### src/verilog/pdh_map.svh
`ifndef PDH_MAP_SVH
`define PDH_MAP_SVH

// register indices on the plain register port
`define REG_CTRL 4'h0
`define REG_MODE 4'h1
`define REG_DEST 4'h2
`define REG_OFFSET 4'h3
`define REG_INSERT 4'h4
`define REG_STATUS 4'h5
`define REG_MASK 4'h6
`define REG_INFO 4'h7

// control register fields
`define CTRL_IFACE_ON 0
`define CTRL_DROP_INSERT 1
`define CTRL_CLK_LO 2
`define CTRL_CLK_HI 3
`define CTRL_UPPER_LAYER 4
`define CTRL_STIM_FREQ 5

// mode register fields
`define MODE_ERR_LO 0
`define MODE_ERR_HI 2
`define MODE_EXP_LO 4
`define MODE_EXP_HI 6
`define MODE_ALM_LO 8
`define MODE_ALM_HI 9

// destination register fields
`define DEST_SEL_LO 0
`define DEST_SEL_HI 1
`define DEST_LEN_LO 8
`define DEST_LEN_HI 15
`define DEST_SLOT_LO 16
`define DEST_SLOT_HI 20

// status and mask bit positions
`define ST_INSERT 0
`define ST_CLK_LOST 1
`define ST_BURST 2
`define ST_SECOND 3
`define ST_W 4

// reset values
`define RST_CTRL 32'h0000_0001
`define RST_MODE 32'h0000_0030
`define RST_DEST 32'h0000_0100
`define RST_OFFSET 16'h0000

// frame timing
`define FRAME_BITS 193
`define CHAN_BITS 8
`define FRAME_US 125
`define SES_PCT 30
`define BURST_EXP_MIN 3
`define BURST_EXP_MAX 7
`define MF_PATTERN 12'h8DC
`define MF_LEN 12

// rate generator: 1.544 Mbit/s from 25 MHz, 32-bit phase step
`define NCO_BASE 32'h0FCF_8F5C
`define NCO_PER_PPM 32'h0000_0109

// clock presence
`define CLK_TIMEOUT_NS 2000
`define CLK_PERIOD_NS 40

`endif

### src/verilog/pdh_pkg.sv
package pdh_pkg;
  typedef enum logic [2:0] {ERR_NONE, ERR_MANUAL, ERR_BURST, ERR_ES, ERR_SES} err_mode_t;
  typedef enum logic [1:0] {ALM_NONE, ALM_AIS, ALM_LOS, ALM_OOF} alarm_t;
  typedef enum logic [1:0] {CLK_INTERNAL, CLK_EXTERNAL, CLK_RECOVERED, CLK_SPARE} clk_src_t;
  typedef enum logic [1:0] {DST_FRAMING, DST_BIT, DST_PAYLOAD, DST_SPARE} dest_t;
endpackage
### src/verilog/pdh_error_alarm_inserter.sv
`timescale 1ns/10ps
`include "pdh_map.svh"
// Notes on behaviour
// - stimulus is alarm/error or frequency offset
// - selected alarm held until selection changes
// - no-error setting inserts nothing
// - manual trigger injects configured count, then stops
// - burst corrupts length frames per 10^n
// - trigger only reports status in automatic modes
// - errored second: error every second
// - severely errored: at most 30% per second
// - destination and burst length are programmable
// - offset only without higher layer above
// - rate scaled by one plus ppm
// - nominal 1.544 Mbit/s, 125 ppm tolerance
// - 193-bit frame: framing bit, 24 channels
// - multiframe alignment carried in the framing bits
// - drop-and-insert selects received or local payload
// - clock from internal, external or recovered
// - indicate detection of selected foreign clock

module pdh_error_alarm_inserter (
  // clock and reset
  input wire logic clk_i,
  input wire logic nrst_i,
  // register port
  input wire logic [3:0] addr_i,
  input wire logic [31:0] wr_data_i,
  input wire logic wr_i,
  input wire logic rd_i,
  output logic [31:0] rd_data_o,
  // payload sources
  input wire logic local_data_i,
  input wire logic rx_data_i,
  // foreign clocks
  input wire logic ext_clk_i,
  input wire logic rec_clk_i,
  // line side
  output logic line_data_o,
  output logic line_en_o,
  output logic bit_strobe_o,
  output logic clk_detect_o,
  output logic irq_o
);
  localparam int CLK_TIMEOUT = `CLK_TIMEOUT_NS / `CLK_PERIOD_NS;
  localparam int FRAMES_PER_SEC = 1000000 / `FRAME_US;
  localparam int SES_LIMIT = FRAMES_PER_SEC * `SES_PCT / 100;

  logic [31:0] ctrl;
  logic [31:0] mode;
  logic [31:0] dest;
  logic signed [15:0] offset_ppm;
  logic [`ST_W-1:0] status;
  logic [`ST_W-1:0] mask;

  logic [2:0] ext_sync;
  logic [2:0] rec_sync;
  logic [1:0] rx_sync;
  logic [31:0] phase;
  logic signed [32:0] next_step;
  logic [32:0] phase_sum;
  logic bit_tick;
  logic [6:0] idle_cnt;
  logic clk_seen;
  logic [7:0] bit_idx;
  logic [12:0] sec_frame;
  logic frame_start;
  logic sec_start;
  logic win_start;
  logic [3:0] mf_idx;
  logic [7:0] manual_left;
  logic [7:0] win_frame;
  logic corrupt_frame;
  logic next_bit;
  logic [4:0] chan;

  pdh_pkg::err_mode_t err_mode;
  pdh_pkg::alarm_t alarm;
  pdh_pkg::clk_src_t clk_src;
  pdh_pkg::dest_t dest_sel;
  logic [7:0] burst_len;
  logic [4:0] insert_slot;
  logic stim_freq;
  logic insert_wr;

  // 10^n frames for the burst window, exponent clamped to the legal span
  function automatic logic [23:0] burst_window(input logic [2:0] exp_n);
    logic [23:0] w;
    w = 24'h00_03E8;
    unique case (exp_n)
      3'h4: w = 24'h00_2710;
      3'h5: w = 24'h01_86A0;
      3'h6: w = 24'h0F_4240;
      3'h7: w = 24'h98_9680;
      default: w = 24'h00_03E8;
    endcase
    return w;
  endfunction

  function automatic logic is_write(input logic [3:0] a, input logic [3:0] r, input logic w);
    return w && (a == r);
  endfunction

  assign err_mode = pdh_pkg::err_mode_t'(mode[`MODE_ERR_HI:`MODE_ERR_LO]);
  assign alarm = pdh_pkg::alarm_t'(mode[`MODE_ALM_HI:`MODE_ALM_LO]);
  assign clk_src = pdh_pkg::clk_src_t'(ctrl[`CTRL_CLK_HI:`CTRL_CLK_LO]);
  assign dest_sel = pdh_pkg::dest_t'(dest[`DEST_SEL_HI:`DEST_SEL_LO]);
  assign burst_len = dest[`DEST_LEN_HI:`DEST_LEN_LO];
  assign insert_slot = dest[`DEST_SLOT_HI:`DEST_SLOT_LO];
  assign stim_freq = ctrl[`CTRL_STIM_FREQ];
  assign insert_wr = is_write(addr_i, `REG_INSERT, wr_i);

  // register writes
  always_ff @(posedge clk_i or negedge nrst_i) begin
    if (!nrst_i) begin
      ctrl <= `RST_CTRL;
      mode <= `RST_MODE;
      dest <= `RST_DEST;
      offset_ppm <= `RST_OFFSET;
      mask <= '0;
    end else begin
      if (is_write(addr_i, `REG_CTRL, wr_i)) begin
        ctrl <= wr_data_i;
      end
      if (is_write(addr_i, `REG_MODE, wr_i)) begin
        mode <= wr_data_i;
      end
      if (is_write(addr_i, `REG_DEST, wr_i)) begin
        dest <= wr_data_i;
      end
      if (is_write(addr_i, `REG_OFFSET, wr_i)) begin
        offset_ppm <= wr_data_i[15:0];
      end
      if (is_write(addr_i, `REG_MASK, wr_i)) begin
        mask <= wr_data_i[`ST_W-1:0];
      end
    end
  end

  // register reads, data one cycle later
  always_ff @(posedge clk_i or negedge nrst_i) begin
    if (!nrst_i) begin
      rd_data_o <= 32'h0000_0000;
    end else if (rd_i) begin
      unique case (addr_i)
        `REG_CTRL: rd_data_o <= ctrl;
        `REG_MODE: rd_data_o <= mode;
        `REG_DEST: rd_data_o <= dest;
        `REG_OFFSET: rd_data_o <= {{16{offset_ppm[15]}}, offset_ppm};
        `REG_STATUS: rd_data_o <= {28'h000_0000, status};
        `REG_MASK: rd_data_o <= {28'h000_0000, mask};
        `REG_INFO: rd_data_o <= {16'h0000, manual_left, 5'h00, corrupt_frame,
                                 clk_seen, line_en_o};
        default: rd_data_o <= 32'h0000_0000;
      endcase
    end else begin
      rd_data_o <= 32'h0000_0000;
    end
  end

  // sticky events; a set in the clearing read cycle survives
  always_ff @(posedge clk_i or negedge nrst_i) begin
    if (!nrst_i) begin
      status <= '0;
    end else begin
      status <= (rd_i && addr_i == `REG_STATUS ? '0 : status)
        | {sec_start, win_start && err_mode == pdh_pkg::ERR_BURST,
           !clk_seen && clk_detect_o && clk_src != pdh_pkg::CLK_INTERNAL, insert_wr};
    end
  end

  always_ff @(posedge clk_i or negedge nrst_i) begin
    if (!nrst_i) begin
      irq_o <= 1'b0;
    end else begin
      irq_o <= |(status & mask);
    end
  end

  // foreign clocks and received data pass two flops first
  always_ff @(posedge clk_i or negedge nrst_i) begin
    if (!nrst_i) begin
      ext_sync <= 3'h0;
      rec_sync <= 3'h0;
      rx_sync <= 2'h0;
    end else begin
      ext_sync <= {ext_sync[1:0], ext_clk_i};
      rec_sync <= {rec_sync[1:0], rec_clk_i};
      rx_sync <= {rx_sync[0], rx_data_i};
    end
  end

  // offset only for frequency stimulus with no upper layer present
  always_comb begin
    next_step = 33'(`NCO_BASE);
    if (stim_freq && !ctrl[`CTRL_UPPER_LAYER]) begin
      next_step = 33'(`NCO_BASE) + 33'(offset_ppm) * 33'(`NCO_PER_PPM);
    end
  end
  assign phase_sum = {1'b0, phase} + {1'b0, next_step[31:0]};

  always_ff @(posedge clk_i or negedge nrst_i) begin
    if (!nrst_i) begin
      phase <= 32'h0000_0000;
    end else begin
      phase <= phase_sum[31:0];
    end
  end

  // one tick per line bit from the chosen source
  always_comb begin
    unique case (clk_src)
      pdh_pkg::CLK_EXTERNAL: bit_tick = ext_sync[1] && !ext_sync[2];
      pdh_pkg::CLK_RECOVERED: bit_tick = rec_sync[1] && !rec_sync[2];
      default: bit_tick = phase_sum[32];
    endcase
  end

  // foreign clock counts as lost after a quiet spell
  always_ff @(posedge clk_i or negedge nrst_i) begin
    if (!nrst_i) begin
      idle_cnt <= 7'h00;
      clk_seen <= 1'b0;
    end else if (clk_src == pdh_pkg::CLK_INTERNAL) begin
      idle_cnt <= 7'h00;
      clk_seen <= 1'b1;
    end else if (bit_tick) begin
      idle_cnt <= 7'h00;
      clk_seen <= 1'b1;
    end else if (idle_cnt == 7'(CLK_TIMEOUT - 1)) begin
      clk_seen <= 1'b0;
    end else begin
      idle_cnt <= idle_cnt + 7'h01;
    end
  end

  always_ff @(posedge clk_i or negedge nrst_i) begin
    if (!nrst_i) begin
      clk_detect_o <= 1'b0;
    end else begin
      clk_detect_o <= clk_seen;
    end
  end

  pdh_frame_timer u_timer (
    .clk_i(clk_i),
    .nrst_i(nrst_i),
    .bit_tick_i(bit_tick),
    .window_i(burst_window(mode[`MODE_EXP_HI:`MODE_EXP_LO])),
    .bit_idx_o(bit_idx),
    .sec_frame_o(sec_frame),
    .frame_start_o(frame_start),
    .sec_start_o(sec_start),
    .win_start_o(win_start)
  );

  always_ff @(posedge clk_i or negedge nrst_i) begin
    if (!nrst_i) begin
      mf_idx <= 4'h0;
    end else if (frame_start) begin
      mf_idx <= (mf_idx == 4'(`MF_LEN - 1)) ? 4'h0 : mf_idx + 4'h1;
    end
  end

  // manual: a trigger arms the count; automatic modes ignore it
  always_ff @(posedge clk_i or negedge nrst_i) begin
    if (!nrst_i) begin
      manual_left <= 8'h00;
    end else if (err_mode != pdh_pkg::ERR_MANUAL || stim_freq) begin
      manual_left <= 8'h00;
    end else if (insert_wr) begin
      manual_left <= burst_len;
    end else if (frame_start && manual_left != 8'h00) begin
      manual_left <= manual_left - 8'h01;
    end
  end

  // frame position in the window, saturating; entering burst mode
  // mid-window corrupts only frames whose position is still below burst_len
  always_ff @(posedge clk_i or negedge nrst_i) begin
    if (!nrst_i) begin
      win_frame <= 8'h00;
    end else if (win_start) begin
      win_frame <= 8'h01;
    end else if (frame_start && win_frame != 8'hFF) begin
      win_frame <= win_frame + 8'h01;
    end
  end

  // per-frame corruption decision, taken at the framing bit
  always_ff @(posedge clk_i or negedge nrst_i) begin
    if (!nrst_i) begin
      corrupt_frame <= 1'b0;
    end else if (frame_start) begin
      if (stim_freq) begin
        corrupt_frame <= 1'b0;
      end else begin
        unique case (err_mode)
          pdh_pkg::ERR_MANUAL: corrupt_frame <= manual_left != 8'h00;
          pdh_pkg::ERR_BURST: corrupt_frame <= win_start ? burst_len != 8'h00
                                                          : win_frame < burst_len;
          pdh_pkg::ERR_ES: corrupt_frame <= sec_start;
          pdh_pkg::ERR_SES: corrupt_frame <= sec_frame < 13'(SES_LIMIT);
          default: corrupt_frame <= 1'b0;
        endcase
      end
    end
  end

  assign chan = 5'((bit_idx - 8'h01) >> 3);

  // framing bit carries the multiframe word, payload per drop-and-insert
  always_comb begin
    next_bit = local_data_i;
    if (bit_idx == 8'h00) begin
      next_bit = 1'(`MF_PATTERN >> (`MF_LEN - 1 - int'(mf_idx)));
    end else if (ctrl[`CTRL_DROP_INSERT] && (chan + 5'h01) != insert_slot) begin
      next_bit = rx_sync[1];
    end
    if (corrupt_frame && !stim_freq) begin
      unique case (dest_sel)
        pdh_pkg::DST_FRAMING: next_bit = next_bit ^ (bit_idx == 8'h00);
        pdh_pkg::DST_BIT: next_bit = next_bit ^ (bit_idx == 8'h01);
        default: next_bit = next_bit ^ (bit_idx != 8'h00);
      endcase
    end
    if (!stim_freq) begin
      unique case (alarm)
        pdh_pkg::ALM_AIS: next_bit = 1'b1;
        pdh_pkg::ALM_OOF: next_bit = next_bit ^ (bit_idx == 8'h00);
        default: next_bit = next_bit;
      endcase
    end
  end

  // line bit is refreshed only on a tick while the interface is on, held low while off; a lost clock freezes the line
  always_ff @(posedge clk_i or negedge nrst_i) begin
    if (!nrst_i) begin
      line_data_o <= 1'b0;
      bit_strobe_o <= 1'b0;
      line_en_o <= 1'b0;
    end else begin
      bit_strobe_o <= bit_tick && ctrl[`CTRL_IFACE_ON];
      line_en_o <= ctrl[`CTRL_IFACE_ON]
        && !(alarm == pdh_pkg::ALM_LOS && !stim_freq);
      if (!ctrl[`CTRL_IFACE_ON]) begin
        line_data_o <= 1'b0;
      end else if (bit_tick) begin
        line_data_o <= next_bit;
      end
    end
  end
endmodule // pdh_error_alarm_inserter

### src/verilog/pdh_frame_timer.sv
`timescale 1ns/10ps
`include "pdh_map.svh"

module pdh_frame_timer (
  // clock and reset
  input wire logic clk_i,
  input wire logic nrst_i,
  // timing
  input wire logic bit_tick_i,
  input wire logic [23:0] window_i,
  // positions
  output logic [7:0] bit_idx_o,
  output logic [12:0] sec_frame_o,
  output logic frame_start_o,
  output logic sec_start_o,
  output logic win_start_o
);
  localparam int FRAMES_PER_SEC = 1000000 / `FRAME_US;
  logic [23:0] win_cnt;

  assign frame_start_o = bit_tick_i && (bit_idx_o == 8'h00);
  assign sec_start_o = frame_start_o && (sec_frame_o == 13'h0000);
  assign win_start_o = frame_start_o && (win_cnt == 24'h00_0000);

  always_ff @(posedge clk_i or negedge nrst_i) begin
    if (!nrst_i) begin
      bit_idx_o <= 8'h00;
    end else if (bit_tick_i) begin
      bit_idx_o <= (bit_idx_o == 8'(`FRAME_BITS - 1)) ? 8'h00 : bit_idx_o + 8'h01;
    end
  end

  // seconds counted in frames, not wall time, so offsets stretch them
  always_ff @(posedge clk_i or negedge nrst_i) begin
    if (!nrst_i) begin
      sec_frame_o <= 13'h0000;
    end else if (frame_start_o) begin
      sec_frame_o <= (sec_frame_o == 13'(FRAMES_PER_SEC - 1)) ? 13'h0000 : sec_frame_o + 13'h0001;
    end
  end

  always_ff @(posedge clk_i or negedge nrst_i) begin
    if (!nrst_i) begin
      win_cnt <= 24'h00_0000;
    end else if (frame_start_o) begin
      win_cnt <= (win_cnt >= window_i - 24'h00_0001) ? 24'h00_0000 : win_cnt + 24'h00_0001;
    end
  end
endmodule // pdh_frame_timer

### config.mk
export PLATFORM = sky130hd
export DESIGN_NAME = pdh_error_alarm_inserter
export DESIGN_NICKNAME = d
export VERILOG_FILES = /design/src/verilog/pdh_pkg.sv /design/src/verilog/pdh_error_alarm_inserter.sv /design/src/verilog/pdh_frame_timer.sv
export VERILOG_INCLUDE_DIRS = /design/src /design/src/verilog
export SDC_FILE = /design/constraint.sdc
export NUM_CORES = 1
export LEC_CHECK = 0
export ABC_CLOCK_PERIOD_IN_PS = 9000
export BUFFER_PORTS_ARGS = -buffer_cell sky130_fd_sc_hd__clkbuf_2
export CAP_MARGIN = 30
export CORE_MARGIN = 8
export CORE_UTILIZATION = 63
export CTS_BUF_LIST = sky130_fd_sc_hd__clkbuf_16
export CTS_CLUSTER_DIAMETER = 80
export CTS_CLUSTER_SIZE = 8
export DETAILED_ROUTE_END_ITERATION = 12
export PLACE_DENSITY = 0.85
export RECOVER_POWER = 25
export SYNTH_ARGS = -nofsm -noshare
export SYNTH_HDL_FRONTEND = slang
export SYNTH_HIERARCHICAL = 1
export SYNTH_SLANG_ARGS = --single-unit
### constraint.sdc
create_clock -name clk_i -period 9 [get_ports clk_i]
set_clock_uncertainty 0.2 [all_clocks]
set_input_delay 1.8 -clock clk_i [delete_from_list [all_inputs] [get_ports clk_i]]
set_output_delay 1.8 -clock clk_i [all_outputs]
set_load 0.01 [all_outputs]
After elaboration in Yosys (flattened, before gate mapping)
Index checks and enable logic that the tools add are counted.
- register bits: 271
- latch bits: 0
- bits in writable memories: 0
- ROM bits: 0
- output and inout port bits: 37
- logic and storage cells: 156
- memories kept: 0
- add/subtract/negate cells: 13
- multipliers: 1
- div/mod/pow operators: 0
- magnitude comparators: 3
- equal/unequal tests: 31
- shifts and indexed selects: 1
- mux-type cells: 32
- bitwise gates (word level): 6
- reduce and logical (&&, ||, !) cells: 44
- operators by type and width (cell ; number):
    32-bit one-hot mux with 7 select lines ; 1
    24-bit one-hot mux with 4 select lines ; 1
    32-bit 2-to-1 mux ; 2
    8-bit 2-to-1 mux ; 6
    32-bit by 32-bit adder with 33-bit output ; 1
    12-bit by 32-bit right shift with 1-bit output, first input constant ; 1
    29-bit by 26-bit adder with 30-bit output, first input constant ; 1
    16-bit by 10-bit multiplier with 26-bit output, second input constant ; 1
    24-bit by 1-bit adder with 24-bit output, second input constant ; 1
    24-bit >= comparator ; 1
    24-bit logical NOT ; 1
    24-bit 2-to-1 mux ; 1
    8-bit nonzero test ; 3
    24-bit by 1-bit subtractor with 24-bit output, second input constant ; 1
    1-bit logical AND ; 23
    7-bit 2-to-1 mux ; 3
    8-bit by 1-bit adder with 8-bit output, second input constant ; 2
    4-bit by 3-bit == test with 1-bit output, second input constant ; 4
    8-bit by 1-bit subtractor with 8-bit output, second input constant ; 2
    3-bit == test, second input constant ; 5
    13-bit by 1-bit adder with 13-bit output, second input constant ; 1
    13-bit == test, second input constant ; 1
    13-bit logical NOT ; 1
    13-bit by 12-bit < comparator with 1-bit output, second input constant ; 1
    36 further kinds ; 66

Longest topological paths before layout
Gate-level depths: netlist of run 1.
- depth in word-level cells: 14
- mapped depth: 32
- depth with buffers taken out: 30

Modules after synthesis
Netlist of run 1, hierarchy kept.
- modules (own cells, without submodules) (module ; instances ; cells each ; area each (um^2)):
    pdh_error_alarm_inserter ; 1 ; 1260 ; 13508.0
    pdh_frame_timer ; 1 ; 403 ; 3494.6

Worst setup path after synthesis of run 1
OpenSTA, ideal clock, no wires.
- path type: register -> register
- start point: reg offset_ppm[3]
- end point: reg win_frame[6]
- setup time: 131 ps
- arrival: 7145 ps
- data required time: 8669 ps
- slack: 1524 ps
- cell stages (with the launch flop): 29
- period minus slack after synthesis: 7476 ps
- cells stage by stage: dfrtp_1 > ha_1 > fa_1 > fa_1 > ha_1 > ha_1 > a211o_2 > or4_1 > a21oi_1 > or4_4 > o311a_4 > or4_4 > a31oi_1 > o211ai_1 > ha_1 > nand2_1 > o31ai_1 > a21oi_1 > o22ai_1 > nand4_4 > inv_1 > buf_2 > buf_2 > clkbuf_1 > o21a_1 > and3_1 > nand4_1 > xor2_1 > nor2_1
- word-level cells in the longest chain between the ends: 8
- elaborated cells between the ends (all ways): 10
- those cells by class: 2 x add/sub; 1 x mul; 3 x mux; 4 x reduce/logical
- ends and longest elaborated chain (what ; line ; source):
    start, declared ; pdh_error_alarm_inserter.sv:52 ; logic signed [15:0] offset_ppm;
    start signal, assigned ; pdh_error_alarm_inserter.sv:119 ; offset_ppm <= `RST_OFFSET;
    start signal, assigned ; pdh_error_alarm_inserter.sv:132 ; offset_ppm <= wr_data_i[15:0];
    16-bit by 10-bit multiplier with 26-bit output * ; pdh_error_alarm_inserter.sv:197 ; next_step = 33'(`NCO_BASE) + 33'(offset_ppm) * 33'(`NCO_PER_PPM);
    29-bit by 26-bit adder with 30-bit output * ; pdh_error_alarm_inserter.sv:197 ;
    32-bit 2-to-1 mux * ; pdh_error_alarm_inserter.sv:196 ; if (stim_freq && !ctrl[`CTRL_UPPER_LAYER]) begin
    32-bit by 32-bit adder with 33-bit output * ; pdh_error_alarm_inserter.sv:200 ; assign phase_sum = {1'b0, phase} + {1'b0, next_step[31:0]};
    1-bit one-hot mux with 2 select lines * ; pdh_error_alarm_inserter.sv:212 ; unique case (clk_src)
    net bit_tick ; pdh_error_alarm_inserter.sv:62 ; logic bit_tick;
    1-bit logical AND * ; pdh_frame_timer.sv:21 ; assign frame_start_o = bit_tick_i && (bit_idx_o == 8'h00);
    net frame_start ; pdh_error_alarm_inserter.sv:67 ; logic frame_start;
    1-bit logical AND (on tied branches) ; pdh_frame_timer.sv:23, pdh_error_alarm_inserter.sv:285 ;
    8-bit 2-to-1 mux / 2-bit nonzero test (equally long branches) ; n/a ;
    end signal, assigned ; pdh_error_alarm_inserter.sv:286 ; win_frame <= win_frame + 8'h01;
    end, declared ; pdh_error_alarm_inserter.sv:72 ; logic [7:0] win_frame;
The timed path passes the listed nets; every way through them passes the cells marked *.
A chain may end at the register's enable or synchronous reset.

Worst setup path after layout of run 1
- start point: reg offset_ppm[3]
- end point: reg corrupt_frame
- word-level cells in the longest chain between the ends: 10
- elaborated cells between the ends (all ways): 11
- those cells by class: 2 x add/sub; 1 x mul; 5 x mux; 3 x reduce/logical
- ends and longest elaborated chain (what ; line ; source):
    16-bit by 10-bit multiplier with 26-bit output ; pdh_error_alarm_inserter.sv:197 ;
    29-bit by 26-bit adder with 30-bit output ; pdh_error_alarm_inserter.sv:197 ;
    32-bit 2-to-1 mux ; pdh_error_alarm_inserter.sv:196 ;
    32-bit by 32-bit adder with 33-bit output ; pdh_error_alarm_inserter.sv:200 ;
    1-bit one-hot mux with 2 select lines ; pdh_error_alarm_inserter.sv:212 ;
    net bit_tick ; pdh_error_alarm_inserter.sv:62 ;
    1-bit logical AND ; pdh_frame_timer.sv:21 ;
    1-bit logical AND ; pdh_frame_timer.sv:23 ; assign win_start_o = frame_start_o && (win_cnt == 24'h00_0000);
    net win_start ; pdh_error_alarm_inserter.sv:69 ; logic win_start;
    1-bit 2-to-1 mux ; pdh_error_alarm_inserter.sv:300 ; pdh_pkg::ERR_BURST: corrupt_frame <= win_start ? burst_len != 8'h00
    1-bit one-hot mux with 4 select lines ; pdh_error_alarm_inserter.sv:298 ; unique case (err_mode)
    1-bit 2-to-1 mux ; pdh_error_alarm_inserter.sv:295 ; if (stim_freq) begin
    end signal, assigned ; pdh_error_alarm_inserter.sv:300 ;
    end signal, assigned ; pdh_error_alarm_inserter.sv:302 ; pdh_pkg::ERR_ES: corrupt_frame <= sec_start;
    end signal, assigned ; pdh_error_alarm_inserter.sv:303 ; pdh_pkg::ERR_SES: corrupt_frame <= sec_frame < 13'(SES_LIMIT);
    end, declared ; pdh_error_alarm_inserter.sv:73 ; logic corrupt_frame;
The timed path passes the listed nets, and every way through them passes these cells.

==> impl_metrics.csv, run 1 <==
group,metric,value,unit
worst_hold_path,holdPathEnd,"rx_sync[1]",
finish,final_area,18800,um2
routing,vias,13800,
finish,fillCellCount,1820,
routing,drc,0,
placement,port_buffers,80,
sta,rsz0062_at_grt,"no",
yosys,synth_area_leader_cell,"dfrtp_1",
routing,ant_nets,0,
finish,nets,1976,
power,switching_power,2.94,mW
die,core-area,26700,um2
outcome,status,"finished with violations",
worst_setup_path,worstReg2RegEnd,"corrupt_frame",
power,swShare,0.423,
finish,post-route-util,0.705,
cts,cts_setup_buffers,0,
sta,fin_crit_sh,0.932,
sta,slew_viol_final,101,
routing,initialDrtViolationCount,1257,
routing,first_pass_iters,6,
sta,fin_setup_tns,0,ps
die,start_util,0.636,
cts,cts-root-buf,"clkbuf_16",
yosys,synth_edf_count,0,
yosys,syn_area_per_cell,10.2,um2
power,power_frac_comb,0.552,
yosys,ys_async_sr_fraction,1.00,
global_route,grt_util_all_layers,0.262,
cts,holdBufCountCts,0,
yosys,synth_top_family_by_area,"compound AO/OA/AOI/OAI gates",
yosys,synth-adder-area-share,0.136,
worst_setup_path,worstPathArrival,8570,ps
worst_hold_path,holdPathStages,0,
global_route,antenna_found_initial,5,
cts,cts_sinks,271,
global_route,grt_pass1_wl,71.0,mm
cts,cts_tree,"yes",
finish,layout.cells.non_filler,2115,
die,row_count,60,
worst_setup_path,rrSetupSlack,610,ps
sta,worstMarginPinSlew,5440,ps
worst_setup_path,timing.critical_path.mode_cell,"ha_1",
die,die_h,180,um
die,die_w,180,um
global_route,grt_remaining_overflow,0,
yosys,ys_types,92,
yosys,yosysSeqAreaShare,0.399,
flow_run,cap_violations,1,
worst_setup_path,cp_max_fo,19,
yosys,yosys.area_share.xor_xnor,0.0587,
cts,ctsLongestPathBuffers,3,
finish,area_delta_synth_final,10.9,%
yosys,syn_area,17000,um2
yosys,ys_ff_latch,271,
sta,fmax,0.119,GHz
yosys,synth_top_area_frac,0.393,
routing,viasPerCell,6.53,
yosys,synth-simple-area-share,0.142,
cts,cts_max_level,2,
worst_setup_path,critical_path_class,"reg -> reg",
sta,final.min_clock_period,8390,ps
worst_setup_path,reg2regPathDepth,28,
cts,cts_buffers,39,
outcome,violations,"capacitance limit, slew limit",
worst_setup_path,r2r-start,"offset_ppm[3]",
global_route,first_global_vias,14200,
die,io_pins,81,
sta,hold_viol_final,0,
global_route,grt_max_degree,173,
worst_setup_path,crit_path_end_kind,"flop",
worst_setup_path,start_kind,"flop",
yosys,synth_area_leaders,"dfrtp_1 39%, ha_1 11%, mux2_2 7.8%, xnor2_1 4.0%, nand2_1 3.0%",
worst_setup_path,slowest_delay,590,ps
cts,post_cts_resized,0,
yosys,synth_ff_type,"dfrtp_1",
finish,drive_gt1_frac,0.158,
sta,slew_headroom,-2.62,
power,leakagePower,8.55,nW
sta,setup_viol_count_final,0,
cts,clkLatencyLatePin,530,ps
sta,holdWs,145,ps
yosys,ys_warn_count,6,
routing,wl,43.2,mm
power,ir_drop,224,uV
power,seq_power_share,0.259,
worst_hold_path,hold_path_class,"reg -> reg",
placement,dpl_cell_area,17800,um2
yosys,yosys-mux-area-fraction,0.0820,
placement,gp_congestion,0.898,
die,die-area,32500,um2
placement,hpwl,29.1,mm
cts,clkSlewWorstSetupHoldPaths,60,ps
yosys,synth_compound_area_frac,0.151,
power,power_density,369,nW/um2
power,p_int,4.01,mW
worst_setup_path,cp_slowest_cell,"or4_4",
worst_setup_path,crit_required,9180,ps
power,pwr-share-clk,0.190,
placement,placed_cells,2061,
yosys,syn_inst,1663,
worst_hold_path,timing.hold.worst.start,"rx_sync[0]",
routing,drt-wirelength-per-cell,20.4,um
==> worst max-delay path, delay by kind of cell, from the launching register on <==
family / cells / cell delay [ps]
AO/OA/AOI/OAI: 11 / 2160
adder cells (fa/ha/maj): 6 / 2360
buffers and inverters: 2 / 340
flip-flops: 1 / 470
AND/OR/NAND/NOR: 9 / 2700
==> per-layer routing <==
metal / vias up / wire length [um] / global-route usage
li1: 6235 / - / -
met1: 6781 / 17300 / 0.318
met2: 632 / 21000 / 0.445
met3: 145 / 3100 / 0.0520
met4: 8 / 1790 / 0.119
met5: - / 53 / 0
==> per-stage QoR <==
stage | power (mW) | setup WS (ps)
2_1_floorplan | 4.73 | 1520
4_1_cts | 6.91 | 761
6_report | 6.96 | 608
3_3_place_gp | 5.36 | 1250
3_5_place_dp | 5.54 | 912
5_1_grt | 7.46 | 219
==> kinds of logic after synthesis <==
| family | after synthesis |
|---|---|
| AOI/OAI and AO/OA | 378 |
| xor gates and xnor gates | 114 |
| adders and majority gates | 171 |
| buffers and inverters | 133 |
| DFF | 271 |
| muxes | 124 |
| other | 2 |
| and+or+nand+nor | 470 |
==> registers in the layout (all words and copies together), names as in the netlist, 2 cells and up <==
name and flops:
phase 32, dest 32, idle_cnt 7, rd_data_o 32
manual_left 8, rec_sync 3, win_frame 8, rx_sync 2
u_timer/bit_idx_o 8, u_timer/sec_frame_o 13, ext_sync 3, u_timer/win_cnt 24
mask 4, offset_ppm 16, ctrl 32, status 4
mode 32, mf_idx 4
==> cell usage in the layout, fill, tap and decap left out, drive strengths merged, types with 7 or more instances in the layout <==
master   netlist  layout
dfrtp        267     267
ha           148     148
nand2        136     136
clkbuf        32     120
mux2         119     119
inv           81      93
nor2          90      90
xnor2         77      77
a21oi         68      68
o21ai         65      65
nand3         45      45
a22oi         44      44
a31oi         42      42
xor2          37      37
nor3          35      35
a21o          32      32
nand2b        28      28
nand4         25      25
fa            23      23
o31ai         22      22
or3           20      20
conb           2      19
and3          16      16
nor4          16      16
o21a          12      12
nor2b         12      12
and2          12      12
buf           20      12
a211oi        11      11
o22ai          9       9
o211ai         8       8
nor3b          8       8
or4            8       8
o2bb2ai        7       7
==> worst max path at each step <==
stage                   from                  end  slack, ps  depth (start not counted)
2_1_floorplan  offset_ppm[3]         win_frame[6]       1520                         28
3_3_place_gp   offset_ppm[2]       manual_left[5]       1250                         25
3_5_place_dp   offset_ppm[3]  u_timer/win_cnt[15]        910                         24
4_1_cts        offset_ppm[3]        corrupt_frame        760                         28
5_1_grt        offset_ppm[3]        corrupt_frame        220                         28
6_report       offset_ppm[3]        corrupt_frame        610                         28
==> power by group through the flow <==
stage / Clock, mW / Sequential (mW) / Combinational, mW
global placement: 0 / 1.78 / 3.58
detailed placement: 0 / 1.80 / 3.74
global route: 1.38 / 1.83 / 4.25
floorplan: 0 / 1.71 / 3.01
finish: 1.32 / 1.80 / 3.84
CTS: 1.33 / 1.79 / 3.79
==> synthesized netlist by cell type (5+ instances only) <==
cell	count
nor3_1	34
or3_1	17
mux2i_1	5
clkbuf_1	32
nand2b_1	28
a21o_1	31
o21ai_0	64
or2_2	5
nor2b_1	12
xor2_1	37
a31oi_1	42
inv_1	81
nor2_1	86
buf_2	6
nand4_1	24
ha_1	148
nand3_1	44
and3_1	16
buf_1	13
o21a_1	12
nand2_1	136
nor4_1	13
o211ai_1	8
nor3b_1	7
o31ai_1	22
xnor2_1	77
dfrtp_1	267
mux2_2	118
or4_1	5
a21oi_1	67
a22oi_1	44
and2_1	12
o22ai_1	9
a211oi_1	11
fa_1	23
o2bb2ai_1	7
==> cell type report <==
cell class                      instances  area (um2)  area share
Clock inverter                         13        66.3     0.00352
Timing Repair Buffer                   92         487      0.0258
Tap cell                              341         427      0.0226
Clock buffer                           40        1000      0.0531
Inverter                               81         304      0.0161
Sequential cell                       271        6790       0.360
Multi-Input combinational cell       1276        9770       0.519
Antenna cell                            1        2.50    0.000133
Note: power is estimated with default switching activity, not from simulation.
==> inputs of run 2 (changes only) <==
--- a/config.mk
+++ b/config.mk
@@ -10,12 +10,12 @@
 export BUFFER_PORTS_ARGS = -buffer_cell sky130_fd_sc_hd__clkbuf_2
 export CAP_MARGIN = 30
 export CORE_MARGIN = 8
-export CORE_UTILIZATION = 63
-export CTS_BUF_LIST = sky130_fd_sc_hd__clkbuf_16
+export CORE_UTILIZATION = 64
+export CTS_BUF_LIST = sky130_fd_sc_hd__clkbuf_8
 export CTS_CLUSTER_DIAMETER = 80
 export CTS_CLUSTER_SIZE = 8
 export DETAILED_ROUTE_END_ITERATION = 12
-export PLACE_DENSITY = 0.85
+export PLACE_DENSITY = 0.87
 export RECOVER_POWER = 25
 export SYNTH_ARGS = -nofsm -noshare
 export SYNTH_HDL_FRONTEND = slang
==> run 2 against run 1 <==
  * The flow still finishes with violations (capacitance limit, slew limit)
  * Count of clock-buffer cells in the layout is the same
  * Setup slack gained 330 ps
  * Cell area shrank 2.2%
  * Power shrank 6.7%
  * First-iteration DRC count is essentially flat
  * Die area shrank 1.4%
  * Critical path depth shrank 3
  * Via count shrank 1.6%
  * Largest cell class unchanged
==> impl_metrics.csv, run 2 (same netlist as run 1, synthesis figures left out) <==
group,metric,value,unit
outcome,status,"finished with violations",
outcome,violations,"capacitance limit, slew limit",
power,switching_power,2.86,mW
placement,dpl_cell_area,17800,um2
finish,area_delta_synth_final,8.44,%
global_route,first_global_vias,13700,
power,power_density,352,nW/um2
routing,wl_met2,19.9,mm
placement,port_buffers,80,
power,ir_drop,251,uV
placement,hpwl,29.4,mm
worst_setup_path,cp_slowest_cell,"or4_4",
die,die_h,179,um
die,io_pins,81,
worst_setup_path,crit_required,9250,ps
cts,ctsLongestPathBuffers,3,
worst_setup_path,r2r-start,"offset_ppm[2]",
cts,clkLatencyLatePin,560,ps
finish,nets,1977,
worst_setup_path,path_delay_family,"adder cells",
worst_hold_path,holdPathStages,0,
power,pwr-share-clk,0.135,
global_route,grt_remaining_overflow,0,
cts,post_cts_resized,0,
worst_setup_path,timing.critical_path.mode_cell,"ha_1",
routing,drc,0,
placement,gp_congestion,0.939,
worst_setup_path,critical_path_class,"reg -> reg",
routing,wl,41.5,mm
worst_hold_path,holdPathEnd,"ext_sync[1]",
worst_hold_path,hold_path_class,"reg -> reg",
power,leakagePower,8.41,nW
sta,fin_setup_tns,0,ps
global_route,grt_max_degree,176,
finish,drive_gt1_frac,0.165,
sta,slew_viol_final,98,
worst_setup_path,reg2regPathDepth,25,
power,swShare,0.440,
finish,final_common_cell,"dfrtp_1",
sta,rsz0062_at_grt,"no",
cts,cts-root-buf,"clkbuf_8",
cts,cts_sinks,271,
routing,viasPerCell,6.43,
worst_setup_path,start_kind,"flop",
finish,layout_common_cells,"267 x dfrtp_1, 148 x ha_1, 136 x nand2_1",
sta,fin_ws,939,ps
worst_setup_path,worstReg2RegEnd,"u_timer/win_cnt[18]",
finish,final_area,18400,um2
sta,hold_viol_final,0,
sta,slew_headroom,-2.45,
global_route,grt_util_all_layers,0.262,
routing,initialDrtViolationCount,1256,
worst_setup_path,worstPathArrival,8310,ps
cts,cts_buffers,39,
routing,vias,13600,
placement,dp_slack,1120,ps
die,die-area,32000,um2
flow_run,cap_violations,1,
sta,fmax,0.124,GHz
power,power_frac_comb,0.590,
global_route,antenna_found_initial,4,
power,p_int,3.63,mW
sta,worstMarginPinSlew,5180,ps
global_route,grt_pass1_wl,68.4,mm
die,row_count,59,
worst_setup_path,slowest_delay,580,ps
routing,highest_layer,"met5",
sta,setup_viol_count_final,0,
worst_hold_path,timing.hold.worst.start,"ext_sync[0]",
worst_setup_path,crit_buf_inv,4,
power,seq_power_share,0.275,
sta,fin_crit_sh,0.896,
die,start_util,0.652,
routing,ant_nets,0,
routing,first_pass_iters,5,
routing,drt-wirelength-per-cell,19.7,um
worst_setup_path,path_depth,25,
worst_setup_path,rrSetupSlack,940,ps
cts,cts_max_level,2,
die,die_w,179,um
die,core-area,26100,um2
worst_setup_path,crit_path_end_kind,"flop",
cts,cts_tree,"yes",
sta,final.min_clock_period,8060,ps
worst_setup_path,cp_max_fo,27,
routing,dr_wl_met3,3.24,mm
cts,cts_setup_buffers,0,
cts,holdBufCountCts,0,
routing,wl_met1,17.1,mm
cts,clkSlewWorstSetupHoldPaths,70,ps
-- run 2: cell type report --
class	count	area, um2
sequential	271	6790
antenna	1	2.50
tap	335	419
multi-input combinational	1276	9790
clock inverter	17	81.3
clock buffer	40	551
fill	1820	7620
timing repair buffer	93	508
inverter	81	304
-- run 2: routing by layer --
metal | GRT usage | vias up
met2 | 0.433 | 553
met3 | 0.0562 | 119
met4 | 0.0903 | 4
met5 | 0 | -
li1 | - | 6224
met1 | 0.338 | 6686
-- run 2: how the worst max path moves through the flow --
stage	startpoint	endpoint	slack (ps)
after detailed placement	offset_ppm[2]	u_timer/win_cnt[18]	1120
after CTS	offset_ppm[2]	u_timer/win_cnt[18]	1070
final	offset_ppm[2]	u_timer/win_cnt[18]	940
after global placement	offset_ppm[3]	u_timer/win_cnt[15]	1440
after floorplan	offset_ppm[3]	win_frame[6]	1520
after global routing	offset_ppm[2]	u_timer/win_cnt[18]	660
-- run 2: power by group through the flow --
stage,sequential [mW],clock (mW),combinational (mW)
after floorplan,1.71,0,3.01
after detailed placement,1.79,0,3.73
after CTS,1.78,0.888,3.78
after global placement,1.78,0,3.57
final,1.78,0.879,3.83
after global routing,1.82,0.942,4.24
-- run 2: stage by stage --
step,cells,hold slack [ps],utilization,power (mW)
6_report,2114,149,0.708,6.49
5_1_grt,2114,159,0.708,7.00
4_1_cts,2113,152,0.708,6.45
3_5_place_dp,2056,137,0.684,5.52
3_3_place_gp,2056,135,0.684,5.35
2_1_floorplan,1680,131,-,4.73
-- run 2: worst reg2reg max path, stage by stage, from the launching register on --
cell,delay [ps]
dfrtp_1,450
inv_1,120
ha_1,310
fa_1,540
fa_1,440
ha_1,320
ha_1,360
o21ai_1,80
nand2b_1,70
a21oi_1,80
or4_4,580
o311a_4,410
or4_4,570
a31oi_1,180
o211ai_1,120
ha_1,400
nand2_1,120
o31ai_1,290
a21oi_1,110
o22ai_1,170
buf_4,250
nand4_4,340
inv_1,310
buf_4,360
nand3_2,390
o31ai_1,370
==> inputs of run 3 (changes only) <==
--- a/config.mk
+++ b/config.mk
@@ -10,12 +10,12 @@
 export BUFFER_PORTS_ARGS = -buffer_cell sky130_fd_sc_hd__clkbuf_2
 export CAP_MARGIN = 30
 export CORE_MARGIN = 8
-export CORE_UTILIZATION = 64
+export CORE_UTILIZATION = 55
 export CTS_BUF_LIST = sky130_fd_sc_hd__clkbuf_8
 export CTS_CLUSTER_DIAMETER = 80
 export CTS_CLUSTER_SIZE = 8
 export DETAILED_ROUTE_END_ITERATION = 12
-export PLACE_DENSITY = 0.87
+export PLACE_DENSITY = 0.77
 export RECOVER_POWER = 25
 export SYNTH_ARGS = -nofsm -noshare
 export SYNTH_HDL_FRONTEND = slang
==> run 3 against run 2 <==
  * The flow still finishes with violations (capacitance limit, slew limit)
  * Cell count increased by 2.9%
  * Worst hold slack lost 4.3 ps
  * Setup slack better by 150 ps
  * Critical path depth up 2
  * Count of clock-buffer cells in the layout unchanged
  * Power down 1.0%
  * Combinational power down 2%
  * First-iteration DRC count fell by 10%
  * Routed wire length down 2.0%
  * Die area grew 15%
  * Register-to-register slack better by 150 ps
  * Non-clock buffer count did not move
  * Critical path type unchanged
  * Critical endpoint is now corrupt_frame
  * Largest power group unchanged
==> impl_metrics.csv, run 3 (same netlist as run 1, synthesis figures left out) <==
group,metric,value,unit
finish,fillCellCount,2479,
cts,cts-root-buf,"clkbuf_8",
power,leakagePower,8.39,nW
outcome,violations,"capacitance limit, slew limit",
sta,rsz0062_at_grt,"no",
routing,initialDrtViolationCount,1126,
routing,wl,40.7,mm
die,core-area,30500,um2
power,power_density,347,nW/um2
cts,cts_max_level,2,
finish,nets,1977,
sta,slew_headroom,-2.76,
finish,final_area,18500,um2
global_route,grt_remaining_overflow,0,
sta,worstMarginPinSlew,5630,ps
sta,slew_viol_final,138,
routing,viasPerCell,6.12,
routing,drc,0,
worst_setup_path,worstPathArrival,8150,ps
cts,cts_buffers,39,
finish,final_common_cell,"dfrtp_1",
die,row_count,64,
die,die_h,192,um
global_route,grt_pass1_wl,67.0,mm
routing,drt-wirelength-per-cell,18.7,um
cts,cts_setup_buffers,0,
worst_setup_path,crit_path_end_kind,"flop",
cts,holdBufCountCts,0,
power,power,6.42,mW
worst_setup_path,rrSetupSlack,1090,ps
worst_setup_path,crit_required,9240,ps
die,io_pins,81,
finish,multi_input_area,9770,um2
sta,holdWs,145,ps
finish,drive_gt1_frac,0.163,
sta,fmax,0.126,GHz
worst_hold_path,hold_path_class,"reg -> reg",
global_route,grt_max_degree,166,
power,ir_drop,227,uV
worst_setup_path,critical_path_class,"reg -> reg",
cts,clkLatencyLatePin,570,ps
placement,gp_congestion,0.863,
cts,cts_sinks,271,
outcome,status,"finished with violations",
worst_setup_path,cp_max_fo,19,
routing,ant_nets,0,
cts,post_cts_resized,0,
finish,layout_common_cells,"267 x dfrtp_1, 148 x ha_1, 136 x nand2_1",
placement,dp_slack,1120,ps
cts,ctsLongestPathBuffers,3,
worst_setup_path,start_kind,"flop",
cts,clkSlewWorstSetupHoldPaths,70,ps
routing,first_pass_iters,5,
placement,port_buffers,80,
sta,hold_viol_final,0,
sta,fin_crit_sh,0.879,
global_route,grt_util_all_layers,0.223,
cts,cts_tree,"yes",
placement,dpl_cell_area,17900,um2
die,die-area,36800,um2
global_route,antenna_found_initial,5,
placement,hpwl,29.5,mm
finish,area_delta_synth_final,8.74,%
routing,vias,13300,
die,start_util,0.557,
sta,fin_ws,1090,ps
global_route,first_global_vias,13300,
die,die_w,192,um
flow_run,cap_violations,2,
finish,regArea,6790,um2
sta,final.min_clock_period,7910,ps
sta,fin_setup_tns,0,ps
sta,setup_viol_count_final,0,
-- run 3: cell types whose count changed in the layout (fill, tap and decap cells not counted), sizes merged --
cell,before,now
clkinvlp,0,1
buf,13,12
inv,98,97
clkbuf,120,121
-- run 3: where the power goes --
part	internal (mW)	switching, mW
Sequential	1.51	0.266
Clock	0.405	0.469
Combinational	1.70	2.07
-- run 3: metrics by stage --
stage | utilization | std cells
after floorplan | - | 1680
after global placement | 0.586 | 2117
after detailed placement | 0.586 | 2117
after CTS | 0.607 | 2174
after global routing | 0.606 | 2175
final | 0.606 | 2175
-- run 3: area by class of cell --
| class | count | area share |
|---|---|---|
| Clock buffer | 40 | 0.0298 |
| Antenna cell | 1 | 0.000135 |
| Timing Repair Buffer | 93 | 0.0272 |
| Inverter | 81 | 0.0164 |
| Multi-Input combinational cell | 1276 | 0.529 |
| Tap cell | 396 | 0.0268 |
| Sequential cell | 271 | 0.367 |
| Clock inverter | 17 | 0.00393 |
-- run 3: path summary, 6_finish.rpt --
path | startpoint | end | cells past startpoint
worst min-delay path | rx_sync[0] | rx_sync[1] | 0
worst max-delay path | offset_ppm[3] | corrupt_frame | 27
min in group asynchronous | nrst_i | idle_cnt[6] | 1
worst min register to register | rx_sync[0] | rx_sync[1] | 0
max in group asynchronous | nrst_i | mode[29] | 1
worst max register to register | offset_ppm[3] | corrupt_frame | 27
-- run 3: layer usage --
layer / wire length, um / track usage / vias to the layer above
li1: - / - / 6229
met1: 17700 / 0.289 / 6571
met2: 18900 / 0.358 / 397
met3: 2650 / 0.0494 / 106
met4: 1410 / 0.0885 / 8
met5: 59 / 0 / -
-- run 3: critical path, cell delays in order, from the launching register on --
cell      delay [ps]
dfrtp_1          450
ha_1             340
fa_1             540
fa_1             430
ha_1             320
ha_1             370
a211o_2          160
or4_1            100
a21oi_1           50
or4_4            560
o311a_4          410
or4_4            560
a31oi_1          180
o211ai_1         120
ha_1             400
nand2_1          110
o31ai_1          240
a21oi_1          100
o22ai_1          440
nand4_4          400
nor3_1           340
buf_4            220
nor4b_1          250
nand4_1          130
a31oi_1          170
nand2_1           70
o21ai_0           80
a31oi_1           60
